File: config.mk
export PLATFORM = sky130hd
export DESIGN_NAME = pts_stamper
export DESIGN_NICKNAME = d
export VERILOG_FILES = /design/src/pts_pkg.sv /design/src/pts_stamper.sv
export SDC_FILE = /design/constraint.sdc
export NUM_CORES = 2
export LEC_CHECK = 0
export BUFFER_PORTS_ARGS = -buffer_cell sky130_fd_sc_hd__buf_2
export CORE_MARGIN = 4
export CORE_UTILIZATION = 55
export CTS_CLUSTER_SIZE = 28
export DETAILED_ROUTE_END_ITERATION = 8
export PLACE_DENSITY = 0.72
export REMOVE_ABC_BUFFERS = 1
export SYNTH_ARGS = -nofsm -noshare
export SYNTH_HDL_FRONTEND = slang
export SYNTH_SLANG_ARGS = --single-unit
File: constraint.sdc
create_clock -name clk_i -period 5.8 [get_ports clk_i]
set_input_delay 1.16 -clock clk_i [delete_from_list [all_inputs] [get_ports clk_i]]
set_output_delay 1.16 -clock clk_i [all_outputs]
set_load 0.01 [all_outputs]
File: src/pts_pkg.sv
// Package: register map, field layout and constants for the time sync stamper
package pts_pkg;
  // Register byte offsets, one aligned 32-bit word each
  localparam logic [7:0] PTS_TIME_LOW_OFS = 8'h00;    // system_time_low
  localparam logic [7:0] PTS_TIME_HIGH_OFS = 8'h04;   // system_time_high
  localparam logic [7:0] PTS_INC_CTRL_OFS = 8'h08;    // time_increment_control
  localparam logic [7:0] PTS_OFS_LOW_OFS = 8'h0c;     // time_offset_low
  localparam logic [7:0] PTS_OFS_HIGH_OFS = 8'h10;    // time_offset_high
  localparam logic [7:0] PTS_TS_CTRL_OFS = 8'h14;     // Timestamp control
  localparam logic [7:0] PTS_TX_TS_LOW_OFS = 8'h18;   // Tx stamp low
  localparam logic [7:0] PTS_TX_TS_HIGH_OFS = 8'h1c;  // Tx stamp high, clears tx lock
  localparam logic [7:0] PTS_RX_TS_LOW_OFS = 8'h20;   // Rx stamp low
  localparam logic [7:0] PTS_RX_TS_HIGH_OFS = 8'h24;  // Rx stamp high, clears rx lock
  localparam logic [7:0] PTS_RX_SRC_LOW_OFS = 8'h28;  // Rx source uuid low word
  localparam logic [7:0] PTS_RX_SRC_HIGH_OFS = 8'h2c; // Uuid high 16, seq id 16
  localparam logic [7:0] PTS_STATUS_OFS = 8'h30;      // Lock and duplex status
  // Increment control fields
  localparam int PTS_INC_VALUE_LSB = 0;
  localparam int PTS_INC_VALUE_W = 24;
  localparam int PTS_INC_PERIOD_LSB = 24;
  localparam int PTS_INC_PERIOD_W = 8;
  localparam logic [31:0] PTS_INC_CTRL_RST = 32'h0000_0000;
  // Timestamp control fields
  localparam int PTS_CTL_TX_EN = 0;
  localparam int PTS_CTL_RX_EN = 1;
  localparam int PTS_CTL_V2 = 2;
  localparam int PTS_CTL_MSG_LSB = 8;
  // Status fields
  localparam int PTS_ST_TX_LOCK = 0;
  localparam int PTS_ST_RX_LOCK = 1;
  localparam int PTS_ST_ACTIVE = 2;
  // Receive packet kind for ethertype-matched PTP frames
  localparam logic [3:0] PTS_KIND_PTP_L2 = 4'he;
  localparam logic [3:0] PTS_KIND_NONE = 4'h0;
  // UDP ports for PTP, used only to classify
  localparam logic [15:0] PTS_UDP_EVENT_PORT = 16'd319;
  localparam logic [15:0] PTS_UDP_GENERAL_PORT = 16'd320;
  // Header byte offsets
  localparam logic [5:0] PTS_HDR_MSGID_OFS = 6'd0;
  localparam logic [5:0] PTS_HDR_VER_OFS = 6'd1;
  localparam logic [5:0] PTS_HDR_SRC_FIRST = 6'd22;
  localparam logic [5:0] PTS_HDR_SEQ_HI = 6'd30;
  localparam logic [5:0] PTS_HDR_SEQ_LO = 6'd31;
  localparam logic [5:0] PTS_HDR_CTRL_OFS = 6'd32;
  // V2 path delay message ids, stamped whatever the configured type when the V2 control bit is set
  localparam logic [3:0] PTS_V2_PDLY_REQ = 4'h2;
  localparam logic [3:0] PTS_V2_PDLY_RESP = 4'h3;
  // Clock rate
  localparam int PTS_CLK_HZ = 20_000_000;
endpackage

File: src/pts_stamper.sv
// Time sync stamper: system time counter, offset adjust, tx and rx capture
module pts_stamper
  import pts_pkg::*;
(
  input wire logic clk_i,                 // Free running clock, never gated
  input wire logic rst_i,                 // MAC reset, synchronous
  input wire logic wb_cyc_i,
  input wire logic wb_stb_i,
  input wire logic wb_we_i,
  input wire logic [7:0] wb_adr_i,
  input wire logic [3:0] wb_sel_i,
  input wire logic [31:0] wb_dat_i,
  output logic [31:0] wb_dat_o,
  output logic wb_ack_o,
  input wire logic full_duplex_i,         // Link duplex state
  input wire logic tx_sof_i,              // Tx frame start at the PHY edge
  input wire logic timestamp_request_bit_i, // From descriptor extended command
  input wire logic rx_sof_i,              // Rx frame start at the PHY edge
  input wire logic rx_l2_ptp_i,           // Ethertype filter hit
  input wire logic [15:0] rx_udp_port_i,  // Destination port, 0 if not UDP
  input wire logic rx_byte_valid_i,       // One PTP header byte
  input wire logic [7:0] rx_byte_i,
  input wire logic rx_eof_i,              // End of frame
  output logic rx_desc_valid_o,           // Descriptor indications valid, pulse
  output logic rx_ptp_ind_o,
  output logic [3:0] rx_packet_kind_field_o,
  output logic timestamp_taken_bit_o
);
  import pts_pkg::*;

  // Software visible state, plus the increment divider counter
  logic [63:0] system_time_value_reg;     // Running time
  logic [31:0] time_increment_control_reg;
  logic [31:0] time_offset_low_reg;
  logic [31:0] ts_ctrl_reg;
  logic [31:0] high_latch_reg;            // Snapshot for the high read
  logic [7:0] inc_cnt_reg;                // Increment period divider
  logic [63:0] tx_ts_reg;
  logic [63:0] rx_ts_reg;
  logic [47:0] rx_src_reg;
  logic [15:0] rx_seq_reg;
  logic tx_lock_reg;
  logic rx_lock_reg;
  // Rx frame parse state
  logic [63:0] rx_sof_time_reg;           // Time at frame start
  logic [5:0] rx_pos_reg;
  logic rx_is_ptp_reg;
  logic rx_l2_reg;
  logic rx_v2_reg;
  logic [7:0] rx_msgid_reg;
  logic [7:0] rx_ctrl_reg;
  logic [47:0] rx_src_cap_reg;
  logic [15:0] rx_seq_cap_reg;

  // Bus decode
  logic wb_req;
  logic wb_wr;
  logic wb_rd;
  assign wb_req = wb_cyc_i && wb_stb_i && !wb_ack_o;
  assign wb_wr = wb_req && wb_we_i;
  assign wb_rd = wb_req && !wb_we_i;

  // Sync only works on a full duplex link
  logic ts_active;
  assign ts_active = full_duplex_i;
  logic tx_en;
  logic rx_en;
  assign tx_en = ts_ctrl_reg[PTS_CTL_TX_EN] && ts_active;
  assign rx_en = ts_ctrl_reg[PTS_CTL_RX_EN] && ts_active;

  // Increment divider; period 0 treated as 1 so time still moves
  logic [7:0] inc_period;
  logic inc_event;
  assign inc_period = time_increment_control_reg[PTS_INC_PERIOD_LSB +: PTS_INC_PERIOD_W];
  assign inc_event = (inc_cnt_reg + 8'h01 >= inc_period);

  // Divider counter
  always_ff @(posedge clk_i) begin
    if (rst_i) begin
      inc_cnt_reg <= 8'h00;
    end else if (inc_event) begin
      inc_cnt_reg <= 8'h00;
    end else begin
      inc_cnt_reg <= inc_cnt_reg + 8'h01;
    end
  end

  // System time: offset add beats the increment; sum wraps silently
  logic [63:0] offset_signed;
  logic [63:0] inc_ext;
  assign offset_signed = wb_dat_i[31] ?
    (64'h0 - {1'b0, wb_dat_i[30:0], time_offset_low_reg}) :
    {1'b0, wb_dat_i[30:0], time_offset_low_reg};
  assign inc_ext = {40'h0, time_increment_control_reg[PTS_INC_VALUE_LSB +: PTS_INC_VALUE_W]};

  // Time counter on the ungated clock
  always_ff @(posedge clk_i) begin
    if (rst_i) begin
      system_time_value_reg <= 64'h0;
    end else if (wb_wr && wb_adr_i == PTS_TIME_LOW_OFS) begin
      system_time_value_reg[31:0] <= wb_dat_i;
    end else if (wb_wr && wb_adr_i == PTS_TIME_HIGH_OFS) begin
      system_time_value_reg[63:32] <= wb_dat_i;
    end else if (wb_wr && wb_adr_i == PTS_OFS_HIGH_OFS) begin
      system_time_value_reg <= system_time_value_reg + offset_signed;
    end else if (inc_event) begin
      system_time_value_reg <= system_time_value_reg + inc_ext;
    end
  end

  // Control registers
  always_ff @(posedge clk_i) begin
    if (rst_i) begin
      time_increment_control_reg <= PTS_INC_CTRL_RST;
      time_offset_low_reg <= 32'h0;
      ts_ctrl_reg <= 32'h0;
    end else if (wb_wr) begin
      unique case (wb_adr_i)
        PTS_INC_CTRL_OFS: time_increment_control_reg <= wb_dat_i;
        PTS_OFS_LOW_OFS: time_offset_low_reg <= wb_dat_i;
        PTS_TS_CTRL_OFS: ts_ctrl_reg <= {16'h0, wb_dat_i[15:8], 5'h0, wb_dat_i[2:0]};
        default: ;
      endcase
    end
  end

  // High half snapshot taken on every low read
  always_ff @(posedge clk_i) begin
    if (rst_i) begin
      high_latch_reg <= 32'h0;
    end else if (wb_rd && wb_adr_i == PTS_TIME_LOW_OFS) begin
      high_latch_reg <= system_time_value_reg[63:32];
    end
  end

  // Tx capture at frame start, locked until the high word is read
  logic tx_cap;
  logic tx_rel;
  assign tx_cap = tx_sof_i && timestamp_request_bit_i && tx_en && !tx_lock_reg;
  assign tx_rel = wb_rd && wb_adr_i == PTS_TX_TS_HIGH_OFS;
  always_ff @(posedge clk_i) begin
    if (rst_i) begin
      tx_ts_reg <= 64'h0;
      tx_lock_reg <= 1'b0;
    end else begin
      if (tx_cap) begin
        tx_ts_reg <= system_time_value_reg;
      end
      // Capture wins over a release in the same cycle
      if (tx_cap) begin
        tx_lock_reg <= 1'b1;
      end else if (tx_rel) begin
        tx_lock_reg <= 1'b0;
      end
    end
  end

  // Rx parse: time taken at frame start, header bytes collected
  logic rx_udp_ptp;
  assign rx_udp_ptp = (rx_udp_port_i == PTS_UDP_EVENT_PORT) || (rx_udp_port_i == PTS_UDP_GENERAL_PORT);
  always_ff @(posedge clk_i) begin
    if (rst_i) begin
      rx_sof_time_reg <= 64'h0;
      rx_pos_reg <= 6'h0;
      rx_is_ptp_reg <= 1'b0;
      rx_l2_reg <= 1'b0;
      rx_v2_reg <= 1'b0;
      rx_msgid_reg <= 8'h0;
      rx_ctrl_reg <= 8'h0;
      rx_src_cap_reg <= 48'h0;
      rx_seq_cap_reg <= 16'h0;
    end else if (rx_sof_i) begin
      rx_sof_time_reg <= system_time_value_reg;
      rx_pos_reg <= 6'h0;
      rx_is_ptp_reg <= rx_l2_ptp_i || rx_udp_ptp;
      rx_l2_reg <= rx_l2_ptp_i;
    end else if (rx_byte_valid_i && rx_pos_reg <= PTS_HDR_CTRL_OFS) begin
      rx_pos_reg <= rx_pos_reg + 6'h01;
      if (rx_pos_reg == PTS_HDR_MSGID_OFS) begin
        rx_msgid_reg <= rx_byte_i;
      end
      if (rx_pos_reg == PTS_HDR_VER_OFS) begin
        rx_v2_reg <= (rx_byte_i[3:0] == 4'h2);
      end
      if (rx_pos_reg >= PTS_HDR_SRC_FIRST && rx_pos_reg < PTS_HDR_SEQ_HI) begin
        rx_src_cap_reg <= {rx_src_cap_reg[39:0], rx_byte_i};
      end
      if (rx_pos_reg == PTS_HDR_SEQ_HI || rx_pos_reg == PTS_HDR_SEQ_LO) begin
        rx_seq_cap_reg <= {rx_seq_cap_reg[7:0], rx_byte_i};
      end
      if (rx_pos_reg == PTS_HDR_CTRL_OFS) begin
        rx_ctrl_reg <= rx_byte_i;
      end
    end
  end

  // Message match by version
  logic [7:0] cfg_msg;
  logic rx_match;
  logic rx_hdr_done;
  logic rx_cap;
  logic rx_rel;
  assign cfg_msg = ts_ctrl_reg[PTS_CTL_MSG_LSB +: 8];
  assign rx_hdr_done = rx_pos_reg > PTS_HDR_CTRL_OFS;
  assign rx_match = rx_v2_reg ?
    ((rx_msgid_reg[3:0] == cfg_msg[3:0]) || (ts_ctrl_reg[PTS_CTL_V2] &&
     (rx_msgid_reg[3:0] == PTS_V2_PDLY_REQ || rx_msgid_reg[3:0] == PTS_V2_PDLY_RESP))) :
    (rx_ctrl_reg == cfg_msg);
  assign rx_cap = rx_eof_i && rx_is_ptp_reg && rx_hdr_done && rx_match && rx_en && !rx_lock_reg;
  assign rx_rel = wb_rd && wb_adr_i == PTS_RX_TS_HIGH_OFS;

  // Rx capture registers and lock
  always_ff @(posedge clk_i) begin
    if (rst_i) begin
      rx_ts_reg <= 64'h0;
      rx_src_reg <= 48'h0;
      rx_seq_reg <= 16'h0;
      rx_lock_reg <= 1'b0;
    end else begin
      if (rx_cap) begin
        rx_ts_reg <= rx_sof_time_reg;
        rx_src_reg <= rx_src_cap_reg;
        rx_seq_reg <= rx_seq_cap_reg;
      end
      if (rx_cap) begin
        rx_lock_reg <= 1'b1;
      end else if (rx_rel) begin
        rx_lock_reg <= 1'b0;
      end
    end
  end

  // Descriptor indications at frame end
  always_ff @(posedge clk_i) begin
    if (rst_i) begin
      rx_desc_valid_o <= 1'b0;
      rx_ptp_ind_o <= 1'b0;
      rx_packet_kind_field_o <= PTS_KIND_NONE;
      timestamp_taken_bit_o <= 1'b0;
    end else begin
      rx_desc_valid_o <= rx_eof_i;
      rx_ptp_ind_o <= rx_eof_i && rx_is_ptp_reg && rx_l2_reg;
      rx_packet_kind_field_o <= (rx_eof_i && rx_is_ptp_reg && rx_l2_reg) ? PTS_KIND_PTP_L2 : PTS_KIND_NONE;
      timestamp_taken_bit_o <= rx_cap;
    end
  end

  // Bus slave: one wait state, unmapped reads return zero
  always_ff @(posedge clk_i) begin
    if (rst_i) begin
      wb_ack_o <= 1'b0;
      wb_dat_o <= 32'h0;
    end else begin
      wb_ack_o <= wb_req;
      if (wb_rd) begin
        unique case (wb_adr_i)
          PTS_TIME_LOW_OFS: wb_dat_o <= system_time_value_reg[31:0];
          PTS_TIME_HIGH_OFS: wb_dat_o <= high_latch_reg;
          PTS_INC_CTRL_OFS: wb_dat_o <= time_increment_control_reg;
          PTS_OFS_LOW_OFS: wb_dat_o <= time_offset_low_reg;
          PTS_TS_CTRL_OFS: wb_dat_o <= ts_ctrl_reg;
          PTS_TX_TS_LOW_OFS: wb_dat_o <= tx_ts_reg[31:0];
          PTS_TX_TS_HIGH_OFS: wb_dat_o <= tx_ts_reg[63:32];
          PTS_RX_TS_LOW_OFS: wb_dat_o <= rx_ts_reg[31:0];
          PTS_RX_TS_HIGH_OFS: wb_dat_o <= rx_ts_reg[63:32];
          PTS_RX_SRC_LOW_OFS: wb_dat_o <= rx_src_reg[31:0];
          PTS_RX_SRC_HIGH_OFS: wb_dat_o <= {rx_src_reg[47:32], rx_seq_reg};
          PTS_STATUS_OFS: wb_dat_o <= {29'h0, ts_active, rx_lock_reg, tx_lock_reg};
          default: wb_dat_o <= 32'h0;
        endcase
      end
    end
  end

  // Checks
  tx_lock_hold_a: assert property (@(posedge clk_i) disable iff (rst_i)
    tx_lock_reg && !tx_rel |=> tx_lock_reg && $stable(tx_ts_reg)) else $error("tx stamp changed while locked");
  rx_lock_hold_a: assert property (@(posedge clk_i) disable iff (rst_i)
    rx_lock_reg && !rx_rel |=> rx_lock_reg && $stable(rx_ts_reg)) else $error("rx stamp changed while locked");
  tx_needs_dup_a: assert property (@(posedge clk_i) disable iff (rst_i)
    $rose(tx_lock_reg) |-> $past(full_duplex_i) && $past(timestamp_request_bit_i)) else $error("tx stamp without cause");
  high_latch_a: assert property (@(posedge clk_i) disable iff (rst_i)
    wb_rd && wb_adr_i == PTS_TIME_LOW_OFS |=> high_latch_reg == $past(system_time_value_reg[63:32]))
    else $error("high half not latched");
  time_inc_a: assert property (@(posedge clk_i) disable iff (rst_i)
    inc_event && !wb_wr |=> system_time_value_reg == $past(system_time_value_reg) + $past(inc_ext))
    else $error("time did not advance by incvalue");
  time_hold_a: assert property (@(posedge clk_i) disable iff (rst_i)
    !inc_event && !wb_wr |=> $stable(system_time_value_reg)) else $error("time moved without event");
  period_one_a: assert property (@(posedge clk_i) disable iff (rst_i)
    inc_period == 8'h01 |-> inc_event) else $error("period one must fire every cycle");
  kind_code_a: assert property (@(posedge clk_i) disable iff (rst_i)
    rx_ptp_ind_o |-> rx_packet_kind_field_o == 4'he ##1 !rx_ptp_ind_o) else $error("ptp kind code wrong");
  udp_no_ind_a: assert property (@(posedge clk_i) disable iff (rst_i)
    rx_eof_i && !rx_l2_reg |=> !rx_ptp_ind_o) else $error("udp frame flagged as ptp");
  taken_cap_a: assert property (@(posedge clk_i) disable iff (rst_i)
    timestamp_taken_bit_o |-> rx_lock_reg && rx_ts_reg == $past(rx_sof_time_reg)) else $error("taken without capture");
  reset_clear_a: assert property (@(posedge clk_i)
    rst_i |=> system_time_value_reg == 64'h0 && !tx_lock_reg && !rx_lock_reg) else $error("reset incomplete");
endmodule

==> metrics.yaml <==
cts_buffers: 57
critPathLaunchType: "register"
cp_cell_sequence: "or4_1 > or3_1 > nor4bb_1 > nand2_1 > nor4_1 > nand4_1 > buf_4 > o21ai_0 > xor2_1 > nor2_1 > ha_1 > nand2_1 > o21ai_0 > a21o_1 > a21oi_1 > nor2b_1 > o21ai_0 > nand2b_1 > mux2_2 > a221o_1 > nor2_1"
cp_max_fo: 6
arrival_ns: 6.03
gr-usage-all-layers: 0.3403
clk_latency_ns: 0.61
dr.pass1.iters: 6
pwr-share-comb: 0.037
htreeDepth: 2
p_per_area_nw_per_um2: 251.3
worstSetupEndpointType: "register"
hp-start: "tx_ts_reg[28]$_SDFFE_PP0P_"
ys_ff_latch: 558
max_stage_delay_ns: 0.72
wl_per_cell_um: 22.69
fin_util: 0.6271
syn_to_final_growth_pct: 12.88
cts-hold-fix-buffers: 0
finalHoldViolations: 0
cts_tree: "done"
p_clk_frac: 0.474
viasPerCell: 6.217
syn_area_um2: 27810
yosysWarnings: 0
required_ns: 6.35
timing.rr.start: "time_offset_low_reg[12]$_SDFFE_PP0P_"
p_total_mw: 7.888
holdPathEnd: "tx_ts_reg[28]$_SDFFE_PP0P_"
final_antenna_net_count: 0
wl_met2_um: 41580
synth_top_cell_area_share: 0.4016
root_buffer: "clkbuf_16"
min_period_over_period: 0.9436
async_reset_ff_frac: 0
drv_cap: 0
vias: 26100
port_buffers: 114
antenna_found_initial: 2
worst-r2r-setup-slack_ns: 0.33
status: "completed"
core_um2: 50070
most-common-layout-cells: "nand2_1 (618), dfxtp_1 (558), nor2_1 (392)"
slowest_stage: "or4_1"
crit_path_frequent_cell: "o21ai_0"
r2r_end: "system_time_value_reg[60]$_SDFFE_PP0P_"
maxUsedRoutingLayer: "met4"
avgSynthCellArea_um2: 8.135
drtIter0Drc: 3218
timing.hold.ws_ns: 0.4539
met3_length_um: 8966
grt_pass1_vias: 24980
setup_viol: 0
rsz0062_at_grt: "no"
drv_slew: 0
drc: 0
cts-resized-gates: 0
die_w_um: 232.9
die-height_um: 232.9
cp_num_buf_inv: 1
worst_pin_slew_ns: 1.422
yosysTopAreaCell: "dfxtp_1"
rows: 82
yosysSeqAreaShare: 0.4016
cts_setup_buffers: 0
dieArea_um2: 54230
netSwitchingPower_mw: 1.796
vdd_drop_max_mv: 0.2892
clk_pin_slew_worst_paths_ns: 0.07
power.internal_mw: 6.093
synth.top_cells.by_area: "dfxtp_1 (40%), mux2i_1 (10%), nand2_1 (8.4%), a21oi_1 (5.7%), nor2_1 (5.4%)"
slew_headroom: 0.04345
period_needed_ns: 5.473
dp_hpwl_um: 67190
fin_skew_ns: 0.01968
critical_path_class: "register to register"
drive_gt1_frac: 0.1141
synth_ff_type: "dfxtp_1"
grt_start_max_net_pins: 237
p_sw_frac: 0.2277
synth_edf_count: 0
gp_congestion: 0.9640
wl_met1_um: 41810
crit_family: "simple AND/OR/NAND/NOR gates"
min_path_type: "register to register"
start_util: 0.5555
synthesis.instances: 3419
r2r_cells: 21
synth_cell_type_count: 75
min_path_cells: 2
final_common_cell: "nand2_1"
cts_max_path_buffers: 3
clock_sinks: 558
grt_pass1_wl_um: 145000
clock.fmax_mhz: 182.7
leakagePower_nw: 12.26
io_pins: 120
overflow: 0
wl_um: 95260
p_seq_frac: 0.488
layout.nets: 3638
[how the worst max path moves through the flow]
stage / startpoint / to / slack [ns] / cells after the start
2_1_floorplan: rx_eof_i / rx_seq_reg[0]$_SDFFE_PP0P_ / -13.80 / 4
3_3_place_gp: wb_adr_i[5] / system_time_value_reg[57]$_SDFFE_PP0P_ / -0.22 / 21
3_5_place_dp: wb_adr_i[1] / system_time_value_reg[57]$_SDFFE_PP0P_ / -0.25 / 21
4_1_cts: time_offset_low_reg[12]$_SDFFE_PP0P_ / system_time_value_reg[60]$_SDFFE_PP0P_ / 0.34 / 21
5_1_grt: time_offset_low_reg[12]$_SDFFE_PP0P_ / system_time_value_reg[62]$_SDFFE_PP0P_ / 0.005 / 20
6_report: time_offset_low_reg[12]$_SDFFE_PP0P_ / system_time_value_reg[60]$_SDFFE_PP0P_ / 0.33 / 21
[power by group through the flow]
| stage | clock [mW] | sequential [mW] | combinational (mW) |
|---|---|---|---|
| finish | 3.74 | 3.85 | 0.295 |
| detailed placement | 0 | 3.94 | 0.286 |
| global route | 3.93 | 3.85 | 0.312 |
| floorplan | 0 | 3.93 | 0.0901 |
| global placement | 0 | 3.94 | 0.282 |
| CTS | 3.78 | 3.85 | 0.288 |
[Yosys cell counts, drive strengths merged, types with 46 or more instances]
cell type,number
dfxtp,558
xnor2,46
a22oi,81
nand3,58
ha,77
nor2,402
mux2i,286
o21ai,134
xor2,91
a21oi,317
clkbuf,227
nand2,620
[through the flow]
step / setup TNS [ns] / setup slack, ns / area [µm²] / std cells
final: 0 / 0.3274 / 31400 / 4198
after global routing: 0 / 0.004594 / 31400 / 4198
after CTS: 0 / 0.3435 / 31390 / 4196
after detailed placement: -0.4806 / -0.2478 / 29490 / 4093
after global placement: -0.4490 / -0.2201 / 29490 / 4093
after floorplan: -1793.52 / -13.80 / 26820 / 3161
[tightest hold or removal path: cells and delay by family, from the launching register on]
family / cells / cell delay (ns)
compound gates: 1 / 0.05
flops: 1 / 0.31
simple gates: 1 / 0.05
[per-layer routing]
metal | GRT usage | vias to the layer above
met5 | 0 | -
met4 | 0.1136 | 0
met3 | 0.06121 | 176
met2 | 0.5224 | 1173
met1 | 0.4844 | 12650
li1 | - | 12100
[logic make-up after synthesis]
group / after synthesis / share of synthesized area
and+or+nand+nor: 1263 / 0.1929
AOI/OAI and AO/OA: 804 / 0.1833
DFF: 558 / 0.4016
buffers and inverters: 291 / 0.04026
muxes: 287 / 0.1033
xor gates and xnor gates: 137 / 0.04314
adders and majority gates: 78 / 0.03536
other: 1 / 0.0001348
[layout make-up]
type | count | area, µm²
diodes | 2 | 5.005
well taps | 672 | 840.8
flip-flops and latches | 558 | 11170
clock buffers | 75 | 1604
clock inverters | 28 | 296.5
multi-input cells | 2570 | 15610
repair buffers | 260 | 1742
fillers | 4388 | 18670
inverters | 33 | 123.9
Note: power is estimated with default switching activity, not from simulation.
